**src/edpc_defines.svh**
```systemverilog
`ifndef EDPC_DEFINES_SVH
`define EDPC_DEFINES_SVH

// register indices; byte address is four times the index
`define EDPC_IDX_RESULT     8'h3A
`define EDPC_IDX_PATTERN    8'h3F
`define EDPC_IDX_EDCTRL     8'h41
`define EDPC_IDX_LEN_HIGH   8'h42
`define EDPC_IDX_LEN_LOW    8'h43
`define EDPC_IDX_IRQ_STATUS 8'h50
`define EDPC_IDX_IRQ_MASK   8'h51

// reset values
`define EDPC_RST_EDCTRL     8'hA0
`define EDPC_RST_LEN_HIGH   8'h00
`define EDPC_RST_LEN_LOW    8'h08
`define EDPC_RST_PATTERN    4'h5
`define EDPC_RST_IRQ        3'h0
`define EDPC_RST_RESULT     8'h00

// energy control field positions
`define EDPC_BIT_CALC_EN    7
`define EDPC_BIT_POST_SEL   6
`define EDPC_BIT_SRC_SEL    5
`define EDPC_BIT_DONE       4
`define EDPC_BIT_CAPTURE    3
`define EDPC_AVG_HI         2
`define EDPC_AVG_LO         0

// interrupt status and mask field positions
`define EDPC_IRQ_ENERGY     0
`define EDPC_IRQ_CHECK      1
`define EDPC_IRQ_LEAD_IN    2

// averaging code limits
`define EDPC_AVG_MAX_CODE   3'h5
`define EDPC_AVG_DEF_SHIFT  3'h4

// bus answers
`define EDPC_RESP_OKAY      2'h0
`define EDPC_RESP_SLVERR    2'h2

`endif

```
**src/edpc_pkg.sv**
```systemverilog
package edpc_pkg;

	// lead-in serializer states
	typedef enum logic {
		EDPC_TX_IDLE,
		EDPC_TX_SEND
	} edpc_tx_e;

	// sample and result width
	typedef logic [7:0] edpc_energy_t;

	// averaging code to shift count; unlisted codes fall back to a shift of 4 (16 samples)
	function automatic logic [2:0] edpc_avg_shift(input logic [2:0] code);
		if (code <= 3'h5) begin
			return code;
		end else begin
			return 3'h4;
		end
	endfunction

endpackage

```
**src/edpc_avg.sv**
```systemverilog
`timescale 1ns/10ps
`include "edpc_defines.svh"

// power-of-two block averager for energy samples
module edpc_avg (
	input  wire logic                 aclk,
	input  wire logic                 aresetn,
	input  wire logic                 ce,
	input  wire logic                 enable,
	input  wire edpc_pkg::edpc_energy_t sample,
	input  wire logic                 sample_valid,
	input  wire logic [2:0]           avg_code,
	output      edpc_pkg::edpc_energy_t result,
	output      logic                 result_valid,
	output      logic                 started
);

	logic [12:0] acc;   // running sum, room for 32 samples
	logic [5:0]  count; // samples taken in this window
	logic [2:0]  shift; // log2 of window length
	logic [12:0] sum;   // sum including current sample
	logic        last;  // current sample closes the window

	always_comb begin
		shift = edpc_pkg::edpc_avg_shift(avg_code);
		sum   = acc + {5'h00, sample};
		last  = (count == 6'((7'h01 << shift) - 7'h01));
	end

	// accumulate; disabling drops a partial window so a restart is clean
	always_ff @(posedge aclk) begin
		if (!aresetn) begin
			acc          <= 13'h0000;
			count        <= 6'h00;
			result       <= 8'h00;
			result_valid <= 1'b0;
			started      <= 1'b0;
		end else if (ce) begin
			result_valid <= 1'b0;
			started      <= 1'b0;
			if (!enable) begin
				acc   <= 13'h0000;
				count <= 6'h00;
			end else if (sample_valid) begin
				started <= (count == 6'h00);
				if (last) begin
					result       <= 8'(sum >> shift);
					result_valid <= 1'b1;
					acc          <= 13'h0000;
					count        <= 6'h00;
				end else begin
					acc   <= sum;
					count <= count + 6'h01;
				end
			end
		end
	end

endmodule

```
**src/edpc_top.sv**
```systemverilog
`timescale 1ns/10ps
`include "edpc_defines.svh"

// Functional notes
// compute energy only while calculation enable set
// select zero: idle sleeps, carrier keeps receiving
// select one: idle goes transmit, carrier sleeps
// post-check select acts only in quick mode
// quick check source: normal or double-width filter
// completion flag: zero busy, one done
// result continuous, or held from sync capture
// capture mode refreshes result on fifo read
// averaging code picks 1 to 32 samples
// host changes averaging only while stopped
// lead-in bits are twice sixteen-bit length
// host keeps length at least 0x0010
// pattern repeats msb first over lead-in
// flag clears at start, sets at result
module edpc_top (
	input  wire logic        aclk,
	input  wire logic        aresetn,
	input  wire logic        ce,
	input  wire logic [11:0] awaddr,
	input  wire logic        awvalid,
	output      logic        awready,
	input  wire logic [31:0] wdata,
	input  wire logic [3:0]  wstrb,
	input  wire logic        wvalid,
	output      logic        wready,
	output      logic [1:0]  bresp,
	output      logic        bvalid,
	input  wire logic        bready,
	input  wire logic [11:0] araddr,
	input  wire logic        arvalid,
	output      logic        arready,
	output      logic [31:0] rdata,
	output      logic [1:0]  rresp,
	output      logic        rvalid,
	input  wire logic        rready,
	input  wire logic [7:0]  normal_energy,
	input  wire logic        normal_energy_valid,
	input  wire logic [7:0]  wide_energy,
	input  wire logic        wide_energy_valid,
	input  wire logic        quick_carrier_check_enable,
	input  wire logic        check_done,
	input  wire logic        carrier_found,
	input  wire logic        sync_detected,
	input  wire logic        rx_fifo_read,
	input  wire logic        tx_start,
	input  wire logic        tx_bit_tick,
	output      logic        go_sleep,
	output      logic        go_tx_on,
	output      logic        stay_rx,
	output      logic [7:0]  energy_result_value,
	output      logic        tx_lead_in_active,
	output      logic        tx_lead_in_bit,
	output      logic        tx_lead_in_done,
	output      logic        irq
);

	// register contents
	logic [7:0]  energy_detect_control;   // calc, mode, source, flag, avg
	logic [7:0]  tx_preamble_length_high; // lead-in length upper byte
	logic [7:0]  tx_preamble_length_low;  // lead-in length lower byte
	logic [3:0]  lead_in_pattern;         // repeated lead-in pattern
	logic [2:0]  irq_status;              // sticky events
	logic [2:0]  irq_mask;                // one enables an event
	logic [2:0]  next_irq_status;         // status after clears and events
	logic [7:0]  energy_live;             // newest average
	logic [7:0]  energy_captured;         // average at sync detect

	// bus staging
	logic [11:0] aw_addr_q;   // held write address
	logic [31:0] w_data_q;    // held write data
	logic [3:0]  w_strb_q;    // held byte enables
	logic        aw_held;     // write address taken
	logic        w_held;      // write data taken
	logic        do_write;    // both halves present, commit now
	logic [7:0]  wr_idx;      // decoded write index
	logic        wr_ok;       // aligned and in range
	logic        wr_lane;     // low byte lane enabled
	logic [7:0]  rd_idx;      // decoded read index
	logic [31:0] next_rdata;  // read mux
	logic [1:0]  next_rresp;  // read answer

	// averager hookup
	logic        use_wide;      // quick check on the wide filter
	logic [7:0]  avg_sample;    // selected source sample
	logic        avg_sample_ok; // selected source strobe
	logic [7:0]  avg_result;    // finished average
	logic        avg_valid;     // average finished this cycle
	logic        avg_started;   // first sample of a window taken

	// lead-in serializer
	edpc_pkg::edpc_tx_e tx_state;   // serializer state
	logic [16:0]        bits_left;  // lead-in bits still to send
	logic [1:0]         pat_idx;    // next pattern bit
	logic [16:0]        lead_bits;  // programmed length in bits

	// strips the word offset from a byte address; flags misalignment
	function automatic logic [8:0] decode_addr(input logic [11:0] a);
		return {(a[1:0] == 2'h0) && (a[11:10] == 2'h0), a[9:2]};
	endfunction

	// tells whether an index names a register of this block
	function automatic logic idx_mapped(input logic [7:0] i);
		if (i == `EDPC_IDX_RESULT) begin
			return 1'b1;
		end else if (i == `EDPC_IDX_PATTERN) begin
			return 1'b1;
		end else if (i >= `EDPC_IDX_EDCTRL && i <= `EDPC_IDX_LEN_LOW) begin
			return 1'b1;
		end else if (i == `EDPC_IDX_IRQ_STATUS) begin
			return 1'b1;
		end else if (i == `EDPC_IDX_IRQ_MASK) begin
			return 1'b1;
		end else begin
			return 1'b0;
		end
	endfunction

	always_comb begin
		do_write = aw_held && w_held && !bvalid;
		{wr_ok, wr_idx} = decode_addr(aw_addr_q);
		wr_ok   = wr_ok && idx_mapped(wr_idx);
		wr_lane = w_strb_q[0];
	end

	// write address and data are taken in either order, one write at a time
	always_ff @(posedge aclk) begin
		if (!aresetn) begin
			awready   <= 1'b1;
			wready    <= 1'b1;
			aw_held   <= 1'b0;
			w_held    <= 1'b0;
			aw_addr_q <= 12'h000;
			w_data_q  <= 32'h0000_0000;
			w_strb_q  <= 4'h0;
			bvalid    <= 1'b0;
			bresp     <= `EDPC_RESP_OKAY;
		end else if (ce) begin
			if (awvalid && awready) begin
				aw_addr_q <= awaddr;
				aw_held   <= 1'b1;
				awready   <= 1'b0;
			end
			if (wvalid && wready) begin
				w_data_q <= wdata;
				w_strb_q <= wstrb;
				w_held   <= 1'b1;
				wready   <= 1'b0;
			end
			if (do_write) begin
				bvalid  <= 1'b1;
				bresp   <= wr_ok ? `EDPC_RESP_OKAY : `EDPC_RESP_SLVERR;
				aw_held <= 1'b0;
				w_held  <= 1'b0;
			end else if (bvalid && bready) begin
				// reopen only after the answer, so writes never overlap
				bvalid  <= 1'b0;
				awready <= 1'b1;
				wready  <= 1'b1;
			end
		end
	end

	// read mux; reserved bits and unmapped indices read zero
	always_comb begin
		logic ok;
		ok = 1'b0;
		{ok, rd_idx} = decode_addr(araddr);
		next_rdata = 32'h0000_0000;
		next_rresp = `EDPC_RESP_OKAY;
		if (!ok || !idx_mapped(rd_idx)) begin
			next_rresp = `EDPC_RESP_SLVERR;
		end else if (rd_idx == `EDPC_IDX_RESULT) begin
			next_rdata[7:0] = energy_result_value;
		end else if (rd_idx == `EDPC_IDX_PATTERN) begin
			next_rdata[3:0] = lead_in_pattern;
		end else if (rd_idx == `EDPC_IDX_EDCTRL) begin
			next_rdata[7:0] = energy_detect_control;
		end else if (rd_idx == `EDPC_IDX_LEN_HIGH) begin
			next_rdata[7:0] = tx_preamble_length_high;
		end else if (rd_idx == `EDPC_IDX_LEN_LOW) begin
			next_rdata[7:0] = tx_preamble_length_low;
		end else if (rd_idx == `EDPC_IDX_IRQ_STATUS) begin
			next_rdata[2:0] = irq_status;
		end else begin
			next_rdata[2:0] = irq_mask;
		end
	end

	// read channel; data is sampled the cycle the address is taken
	always_ff @(posedge aclk) begin
		if (!aresetn) begin
			arready <= 1'b1;
			rvalid  <= 1'b0;
			rdata   <= 32'h0000_0000;
			rresp   <= `EDPC_RESP_OKAY;
		end else if (ce) begin
			if (arvalid && arready) begin
				arready <= 1'b0;
				rvalid  <= 1'b1;
				rdata   <= next_rdata;
				rresp   <= next_rresp;
			end else if (rvalid && rready) begin
				rvalid  <= 1'b0;
				arready <= 1'b1;
			end
		end
	end

	// configuration writes; a control write also loads the completion flag, but a hardware event in the same cycle wins
	always_ff @(posedge aclk) begin
		if (!aresetn) begin
			energy_detect_control   <= `EDPC_RST_EDCTRL;
			tx_preamble_length_high <= `EDPC_RST_LEN_HIGH;
			tx_preamble_length_low  <= `EDPC_RST_LEN_LOW;
			lead_in_pattern         <= `EDPC_RST_PATTERN;
			irq_mask                <= `EDPC_RST_IRQ;
		end else if (ce) begin
			if (do_write && wr_ok && wr_lane) begin
				if (wr_idx == `EDPC_IDX_EDCTRL) begin
					energy_detect_control <= w_data_q[7:0];
				end else if (wr_idx == `EDPC_IDX_LEN_HIGH) begin
					tx_preamble_length_high <= w_data_q[7:0];
				end else if (wr_idx == `EDPC_IDX_LEN_LOW) begin
					tx_preamble_length_low <= w_data_q[7:0];
				end else if (wr_idx == `EDPC_IDX_PATTERN) begin
					lead_in_pattern <= w_data_q[3:0];
				end else if (wr_idx == `EDPC_IDX_IRQ_MASK) begin
					irq_mask <= w_data_q[2:0];
				end
			end
			// a hardware set or clear beats a software write of the flag
			if (avg_valid) begin
				energy_detect_control[`EDPC_BIT_DONE] <= 1'b1;
			end else if (avg_started) begin
				energy_detect_control[`EDPC_BIT_DONE] <= 1'b0;
			end
		end
	end

	// source choice: the wide filter only matters during a quick check
	always_comb begin
		use_wide = quick_carrier_check_enable &&
			energy_detect_control[`EDPC_BIT_SRC_SEL];
		avg_sample    = use_wide ? wide_energy : normal_energy;
		avg_sample_ok = use_wide ? wide_energy_valid : normal_energy_valid;
	end

	edpc_avg u_avg (
		.aclk         (aclk),
		.aresetn      (aresetn),
		.ce           (ce),
		.enable       (energy_detect_control[`EDPC_BIT_CALC_EN]),
		.sample       (avg_sample),
		.sample_valid (avg_sample_ok),
		.avg_code     (energy_detect_control[`EDPC_AVG_HI:`EDPC_AVG_LO]),
		.result       (avg_result),
		.result_valid (avg_valid),
		.started      (avg_started)
	);

	// shown result: live average, or the sync capture released by fifo read
	always_ff @(posedge aclk) begin
		if (!aresetn) begin
			energy_live         <= `EDPC_RST_RESULT;
			energy_captured     <= `EDPC_RST_RESULT;
			energy_result_value <= `EDPC_RST_RESULT;
		end else if (ce) begin
			if (avg_valid) begin
				energy_live <= avg_result;
			end
			if (sync_detected) begin
				energy_captured <= energy_live;
			end
			if (!energy_detect_control[`EDPC_BIT_CAPTURE]) begin
				if (avg_valid) begin
					energy_result_value <= avg_result;
				end
			end else if (rx_fifo_read) begin
				energy_result_value <= energy_captured;
			end
		end
	end

	// radio state after a quick carrier check, one-cycle requests
	always_ff @(posedge aclk) begin
		if (!aresetn) begin
			go_sleep <= 1'b0;
			go_tx_on <= 1'b0;
			stay_rx  <= 1'b0;
		end else if (ce) begin
			go_sleep <= 1'b0;
			go_tx_on <= 1'b0;
			stay_rx  <= 1'b0;
			if (check_done && quick_carrier_check_enable) begin
				if (!energy_detect_control[`EDPC_BIT_POST_SEL]) begin
					go_sleep <= !carrier_found;
					stay_rx  <= carrier_found;
				end else begin
					go_tx_on <= !carrier_found;
					go_sleep <= carrier_found;
				end
			end
		end
	end

	// the length register counts bit pairs
	assign lead_bits = {tx_preamble_length_high, tx_preamble_length_low,
		1'b0};

	// lead-in serializer; a zero length ends at once with no bits
	always_ff @(posedge aclk) begin
		if (!aresetn) begin
			tx_state          <= edpc_pkg::EDPC_TX_IDLE;
			bits_left         <= 17'h00000;
			pat_idx           <= 2'h3;
			tx_lead_in_active <= 1'b0;
			tx_lead_in_bit    <= 1'b0;
			tx_lead_in_done   <= 1'b0;
		end else if (ce) begin
			tx_lead_in_done <= 1'b0;
			case (tx_state)
				edpc_pkg::EDPC_TX_IDLE: begin
					if (tx_start && lead_bits == 17'h00000) begin
						tx_lead_in_done <= 1'b1;
					end else if (tx_start) begin
						tx_state          <= edpc_pkg::EDPC_TX_SEND;
						bits_left         <= lead_bits;
						tx_lead_in_active <= 1'b1;
						tx_lead_in_bit    <= lead_in_pattern[3];
						pat_idx           <= 2'h2;
					end
				end
				edpc_pkg::EDPC_TX_SEND: begin
					if (tx_bit_tick) begin
						bits_left <= bits_left - 17'h00001;
						if (bits_left == 17'h00001) begin
							tx_state          <= edpc_pkg::EDPC_TX_IDLE;
							tx_lead_in_active <= 1'b0;
							tx_lead_in_bit    <= 1'b0;
							tx_lead_in_done   <= 1'b1;
						end else begin
							tx_lead_in_bit <= lead_in_pattern[pat_idx];
							pat_idx        <= pat_idx - 2'h1;
						end
					end
				end
				default: begin
					tx_state <= edpc_pkg::EDPC_TX_IDLE;
				end
			endcase
		end
	end

	// sticky events, write one to clear; a same-cycle event wins
	always_comb begin
		next_irq_status = irq_status;
		if (do_write && wr_ok && wr_lane &&
			wr_idx == `EDPC_IDX_IRQ_STATUS) begin
			next_irq_status = next_irq_status & ~w_data_q[2:0];
		end
		next_irq_status[`EDPC_IRQ_ENERGY] =
			next_irq_status[`EDPC_IRQ_ENERGY] | avg_valid;
		next_irq_status[`EDPC_IRQ_CHECK] =
			next_irq_status[`EDPC_IRQ_CHECK] |
			(check_done && quick_carrier_check_enable);
		next_irq_status[`EDPC_IRQ_LEAD_IN] =
			next_irq_status[`EDPC_IRQ_LEAD_IN] | tx_lead_in_done;
	end

	// irq follows the new status so it never lags a clear by two cycles
	always_ff @(posedge aclk) begin
		if (!aresetn) begin
			irq_status <= `EDPC_RST_IRQ;
			irq        <= 1'b0;
		end else if (ce) begin
			irq_status <= next_irq_status;
			irq        <= |(next_irq_status & irq_mask);
		end
	end

	// checks: bits sent per lead-in, counted beside the serializer
	logic [16:0] chk_sent;
	logic [16:0] chk_want;
	always_ff @(posedge aclk) begin
		if (!aresetn) begin
			chk_sent <= 17'h00000;
			chk_want <= 17'h00000;
		end else if (ce) begin
			if (tx_state == edpc_pkg::EDPC_TX_IDLE && tx_start) begin
				chk_sent <= 17'h00000;
				chk_want <= lead_bits;
			end else if (tx_lead_in_active && tx_bit_tick) begin
				chk_sent <= chk_sent + 17'h00001;
			end
		end
	end
endmodule

```
**config.mk**
```make
export PLATFORM = sky130hd
export DESIGN_NAME = edpc_top
export DESIGN_NICKNAME = d
export VERILOG_FILES = /design/src/edpc_pkg.sv /design/src/edpc_avg.sv /design/src/edpc_top.sv
export VERILOG_INCLUDE_DIRS = /design/src
export SDC_FILE = /design/constraint.sdc
export NUM_CORES = 1
export LEC_CHECK = 0
export ABC_AREA = 1
export BUFFER_PORTS_ARGS = -buffer_cell sky130_fd_sc_hd__buf_2
export CORE_MARGIN = 2
export CORE_UTILIZATION = 57
export DETAILED_ROUTE_END_ITERATION = 8
export HOLD_SLACK_MARGIN = 0.05
export PLACE_DENSITY = 0.81
export SYNTH_ARGS = -nofsm -noshare
export SYNTH_HDL_FRONTEND = slang
export SYNTH_SLANG_ARGS = --single-unit
export TNS_END_PERCENT = 5
```
**constraint.sdc**
```tcl
create_clock -name aclk -period 2.9 [get_ports aclk]
set_clock_uncertainty 0.15 [all_clocks]
set_input_delay 0.145 -clock aclk [delete_from_list [all_inputs] [get_ports aclk]]
set_output_delay 0.145 -clock aclk [all_outputs]
set_load 0.005 [all_outputs]
```
==> flow_summary.ini <==
[status]
status = finished, final reports clean

[clocking]
postCtsSetupRepairBufs = 0
clk_latency_ns = 0.42
cts_tree = built
clock-root-buffer = clkbuf_16
clock_sinks = 152
cts-htree-levels = 4
cts_buffers = 17
cts.clk_slew.worst_paths_ns = 0.06
cts.path.max_buffers = 2

[timing]
slew_viol_final = 0
slew_headroom_pct = 45.2
setup_viol = 0
worstMarginPinSlew_ns = 0.822
period_share_pct = 94.6
max_freq_mhz = 365
tns_ns = 0
period_needed_ns = 2.74
hold_viol_final = 0

[detailed_routing]
route.met3.wl_um = 1700
m1WireLength_um = 9800
wire_per_inst_um = 14.9
routed-via-count = 8549
dr.pass1.iters = 5
topRoutingLayerUsed = met4
first_iter_violations = 636
drc = 0
drtAntennaViolNets = 0
routed_wl_um = 22900
via_per_inst = 5.55
route.met2.wl_um = 10600

[setup_path]
crit_fanout = 5
setup.worst_path.class = in -> reg
arrival_ns = 2.91
regToRegStartpoint = energy_detect_control[5]$_SDFFE_PN1P_
critPathLaunch = quick_carrier_check_enable
start_kind = input pin
critPathRequiredTime_ns = 3.07
r2r_slack_ns = 0.22
reg2reg_depth = 14
critPathCaptureType = flip-flop
r2r_end = u_avg.result[6]$_SDFFE_PN0P_
crit_path_end = u_avg.result[6]$_SDFFE_PN0P_

[synthesis]
synth_flop_cell = dfxtp_1
syn_inst = 1220
synth_area_um2 = 8280
ys_types = 52
synth-seq-cells = 152
synth-warning-count = 0
synth_edf_count = 0
synth-async-reset-ratio_pct = 0
avgSynthCellArea_um2 = 6.79
ys_seq_area_share_pct = 36.7

[global_routing]
grt_max_degree = 83
gr-total-overflow = 0
grt_use_total_pct = 29.1
first_global_vias = 7839
grt_antenna_before_repair = 0
grt_pass1_wl_um = 37200

[place]
io_buffer_count = 95
hpwl_um = 15600
routabilityCongestion = 0.929
placed_cell_area_um2 = 8810

[floorplanning]
io_pins = 149
dieHeight_um = 125
core_area_um2 = 14400
row_count = 44
initial_core_util_pct = 57.6
dieWidth_um = 125
dieArea_um2 = 15500

[layout]
antennaDiodeCount = 0
fin_nets = 1454
syn_to_final_growth_pct = 18.1
fin_area_um2 = 9780
drive_gt1_share_pct = 15.0

[power_and_ir_drop]
p_leak_nw = 4.32
peakVddDrop_uv = 510
power_per_cell_area_nw_per_um2 = 505

[hold_path]
hp-class = in -> reg

[flow_run]
maxCapViolCount = 0
layout by cell type (no fill, tap or decap), drive strengths merged:
master	instances
ha	15
o211a	1
o211ai	10
or2	2
clkbuf	18
clkinv	8
nand2	281
o21ai	122
nor3	26
nand3b	1
nor2	131
xnor2	4
o31ai	3
a221oi	1
mux2i	1
o221ai	2
conb	26
dlygate4sd3	38
o21a	7
buf	111
or4	1
nand3	74
bufinv	1
mux2	8
nor4	8
fa	1
o2111ai	4
xor2	11
a31oi	12
a211oi	2
inv	132
clkinvlp	3
a21oi	122
a22oi	1
o21bai	3
nand4	12
dfxtp	152
per-stage QoR:
stage	hold slack, ns	instances	setup WS, ns	util [%]	power (mW)
floorplan	0.154	1245	0.330	-	2.68
global placement	0.271	1472	0.121	61.3	2.83
detailed placement	0.274	1472	0.0869	61.3	2.84
CTS	0.0696	1539	0.0310	67.7	4.93
global route	0.136	1539	-0.00200	68.1	5.13
finish	0.0926	1539	0.157	68.1	4.94
state kept, by name (all words and copies together), names as in the netlist, 2 cells and up:
name	cells
aw_addr_q	12
bits_left	17
energy_captured	8
energy_detect_control	8
energy_live	8
energy_result_value	8
irq_mask	3
irq_status	3
lead_in_pattern	4
pat_idx	2
rdata	8
tx_preamble_length_high	8
tx_preamble_length_low	8
u_avg.acc	13
u_avg.count	6
u_avg.result	8
w_data_q	8
logic make-up (layout without fill, tap and decap cells):
logic type / Yosys count / count (layout) / synth area share (%)
adder cells (fa/ha/maj): 16 / 16 / 2.51
multiplexers: 9 / 9 / 1.21
AND/OR/NAND/NOR: 536 / 536 / 28.1
flip-flops: 152 / 152 / 36.7
AO/OA/AOI/OAI: 290 / 290 / 19.0
buffers and inverters: 201 / 311 / 10.8
other: 1 / 26 / 0.0453
XOR/XNOR: 15 / 15 / 1.59
how the worst min path moves through the flow:
| stage | start | to | slack, ns | depth (start not counted) |
|---|---|---|---|---|
| after floorplan | wvalid | wready$_SDFFE_PN1P_ | 0.15 | 3 |
| after detailed placement | awaddr[1] | aw_addr_q[1]$_SDFFE_PN0P_ | 0.27 | 3 |
| after CTS | ce | u_avg.result_valid$_SDFFE_PN0P_ | 0.07 | 4 |
| after global routing | ce | u_avg.result_valid$_SDFFE_PN0P_ | 0.14 | 4 |
| after global placement | wvalid | wready$_SDFFE_PN1P_ | 0.27 | 4 |
| final | ce | u_avg.result_valid$_SDFFE_PN0P_ | 0.09 | 4 |
power by group:
group          leakage [nW]  internal, mW  switching [mW]
sequential             1.24          2.17          0.0732
clock                 0.260          1.19           0.882
combinational          2.82         0.239           0.385
worst max-delay path: stages:
cell and delay, ns:
dlygate4sd3_1 0.53, buf_2 0.15, nand2_4 0.12, buf_4 0.14, mux2_2 0.33, ha_2 0.39, nand3_1 0.10, nand2_2 0.15
a21oi_2 0.08, or2_2 0.30, nand2_1 0.07, nand2_1 0.05, nand2_1 0.09, o21ai_0 0.09, nor2_1 0.12, a21oi_1 0.06
cell usage after synthesis (2+ instances only):
| library cell | n | area share, % |
|---|---|---|
| nand2_1 | 273 | 12 |
| or2_2 | 2 | 0.15 |
| nor4_1 | 7 | 0.53 |
| nor2_2 | 3 | 0.23 |
| buf_2 | 9 | 0.54 |
| dfxtp_1 | 152 | 37 |
| nand3_1 | 72 | 4.4 |
| nor3_1 | 24 | 1.5 |
| nor2_4 | 4 | 0.54 |
| a31oi_1 | 12 | 0.91 |
| buf_4 | 27 | 2.4 |
| xnor2_1 | 4 | 0.42 |
| o31ai_1 | 3 | 0.27 |
| xor2_1 | 11 | 1.2 |
| nor2_8 | 2 | 0.48 |
| clkinv_1 | 4 | 0.18 |
| a21oi_1 | 121 | 7.3 |
| inv_1 | 114 | 5.2 |
| inv_2 | 14 | 0.63 |
| mux2_2 | 8 | 1.1 |
| nor3_2 | 2 | 0.24 |
| o21bai_1 | 3 | 0.27 |
| o21ai_1 | 9 | 0.54 |
| nor2_1 | 122 | 5.5 |
| ha_1 | 15 | 2.3 |
| buf_6 | 3 | 0.41 |
| nand2_2 | 7 | 0.53 |
| o21a_1 | 7 | 0.63 |
| nand4_1 | 12 | 0.91 |
| a211oi_1 | 2 | 0.18 |
| o221ai_1 | 2 | 0.21 |
| clkbuf_1 | 24 | 1.1 |
| o2111ai_1 | 4 | 0.42 |
| buf_1 | 4 | 0.18 |
| o211ai_1 | 10 | 0.91 |
| o21ai_0 | 112 | 6.8 |
layer usage:
metal | GRT usage, % | up-vias
li1 | - | 4245
met1 | 38.2 | 3905
met2 | 46.6 | 336
met3 | 6.53 | 63
met4 | 11.4 | 0
met5 | 0 | -
final cells by class:
| class | count | area, um^2 |
|---|---|---|
| clock buffers | 18 | 439 |
| clock inverters | 11 | 103 |
| fillers | 1219 | 4590 |
| inverters | 133 | 504 |
| multi-input cells | 892 | 4490 |
| flip-flops and latches | 152 | 3040 |
| well taps | 184 | 230 |
| repair buffers | 149 | 976 |
repair_timing:
action | 4_1_cts | 5_1_grt
endpoints found under the setup margin | 0 | 9
hold buffers | 38 | 0
gates resized for setup | 0 | 18
endpoints found under the hold margin | 41 | 0
Power figures use the tool's default switching activity.
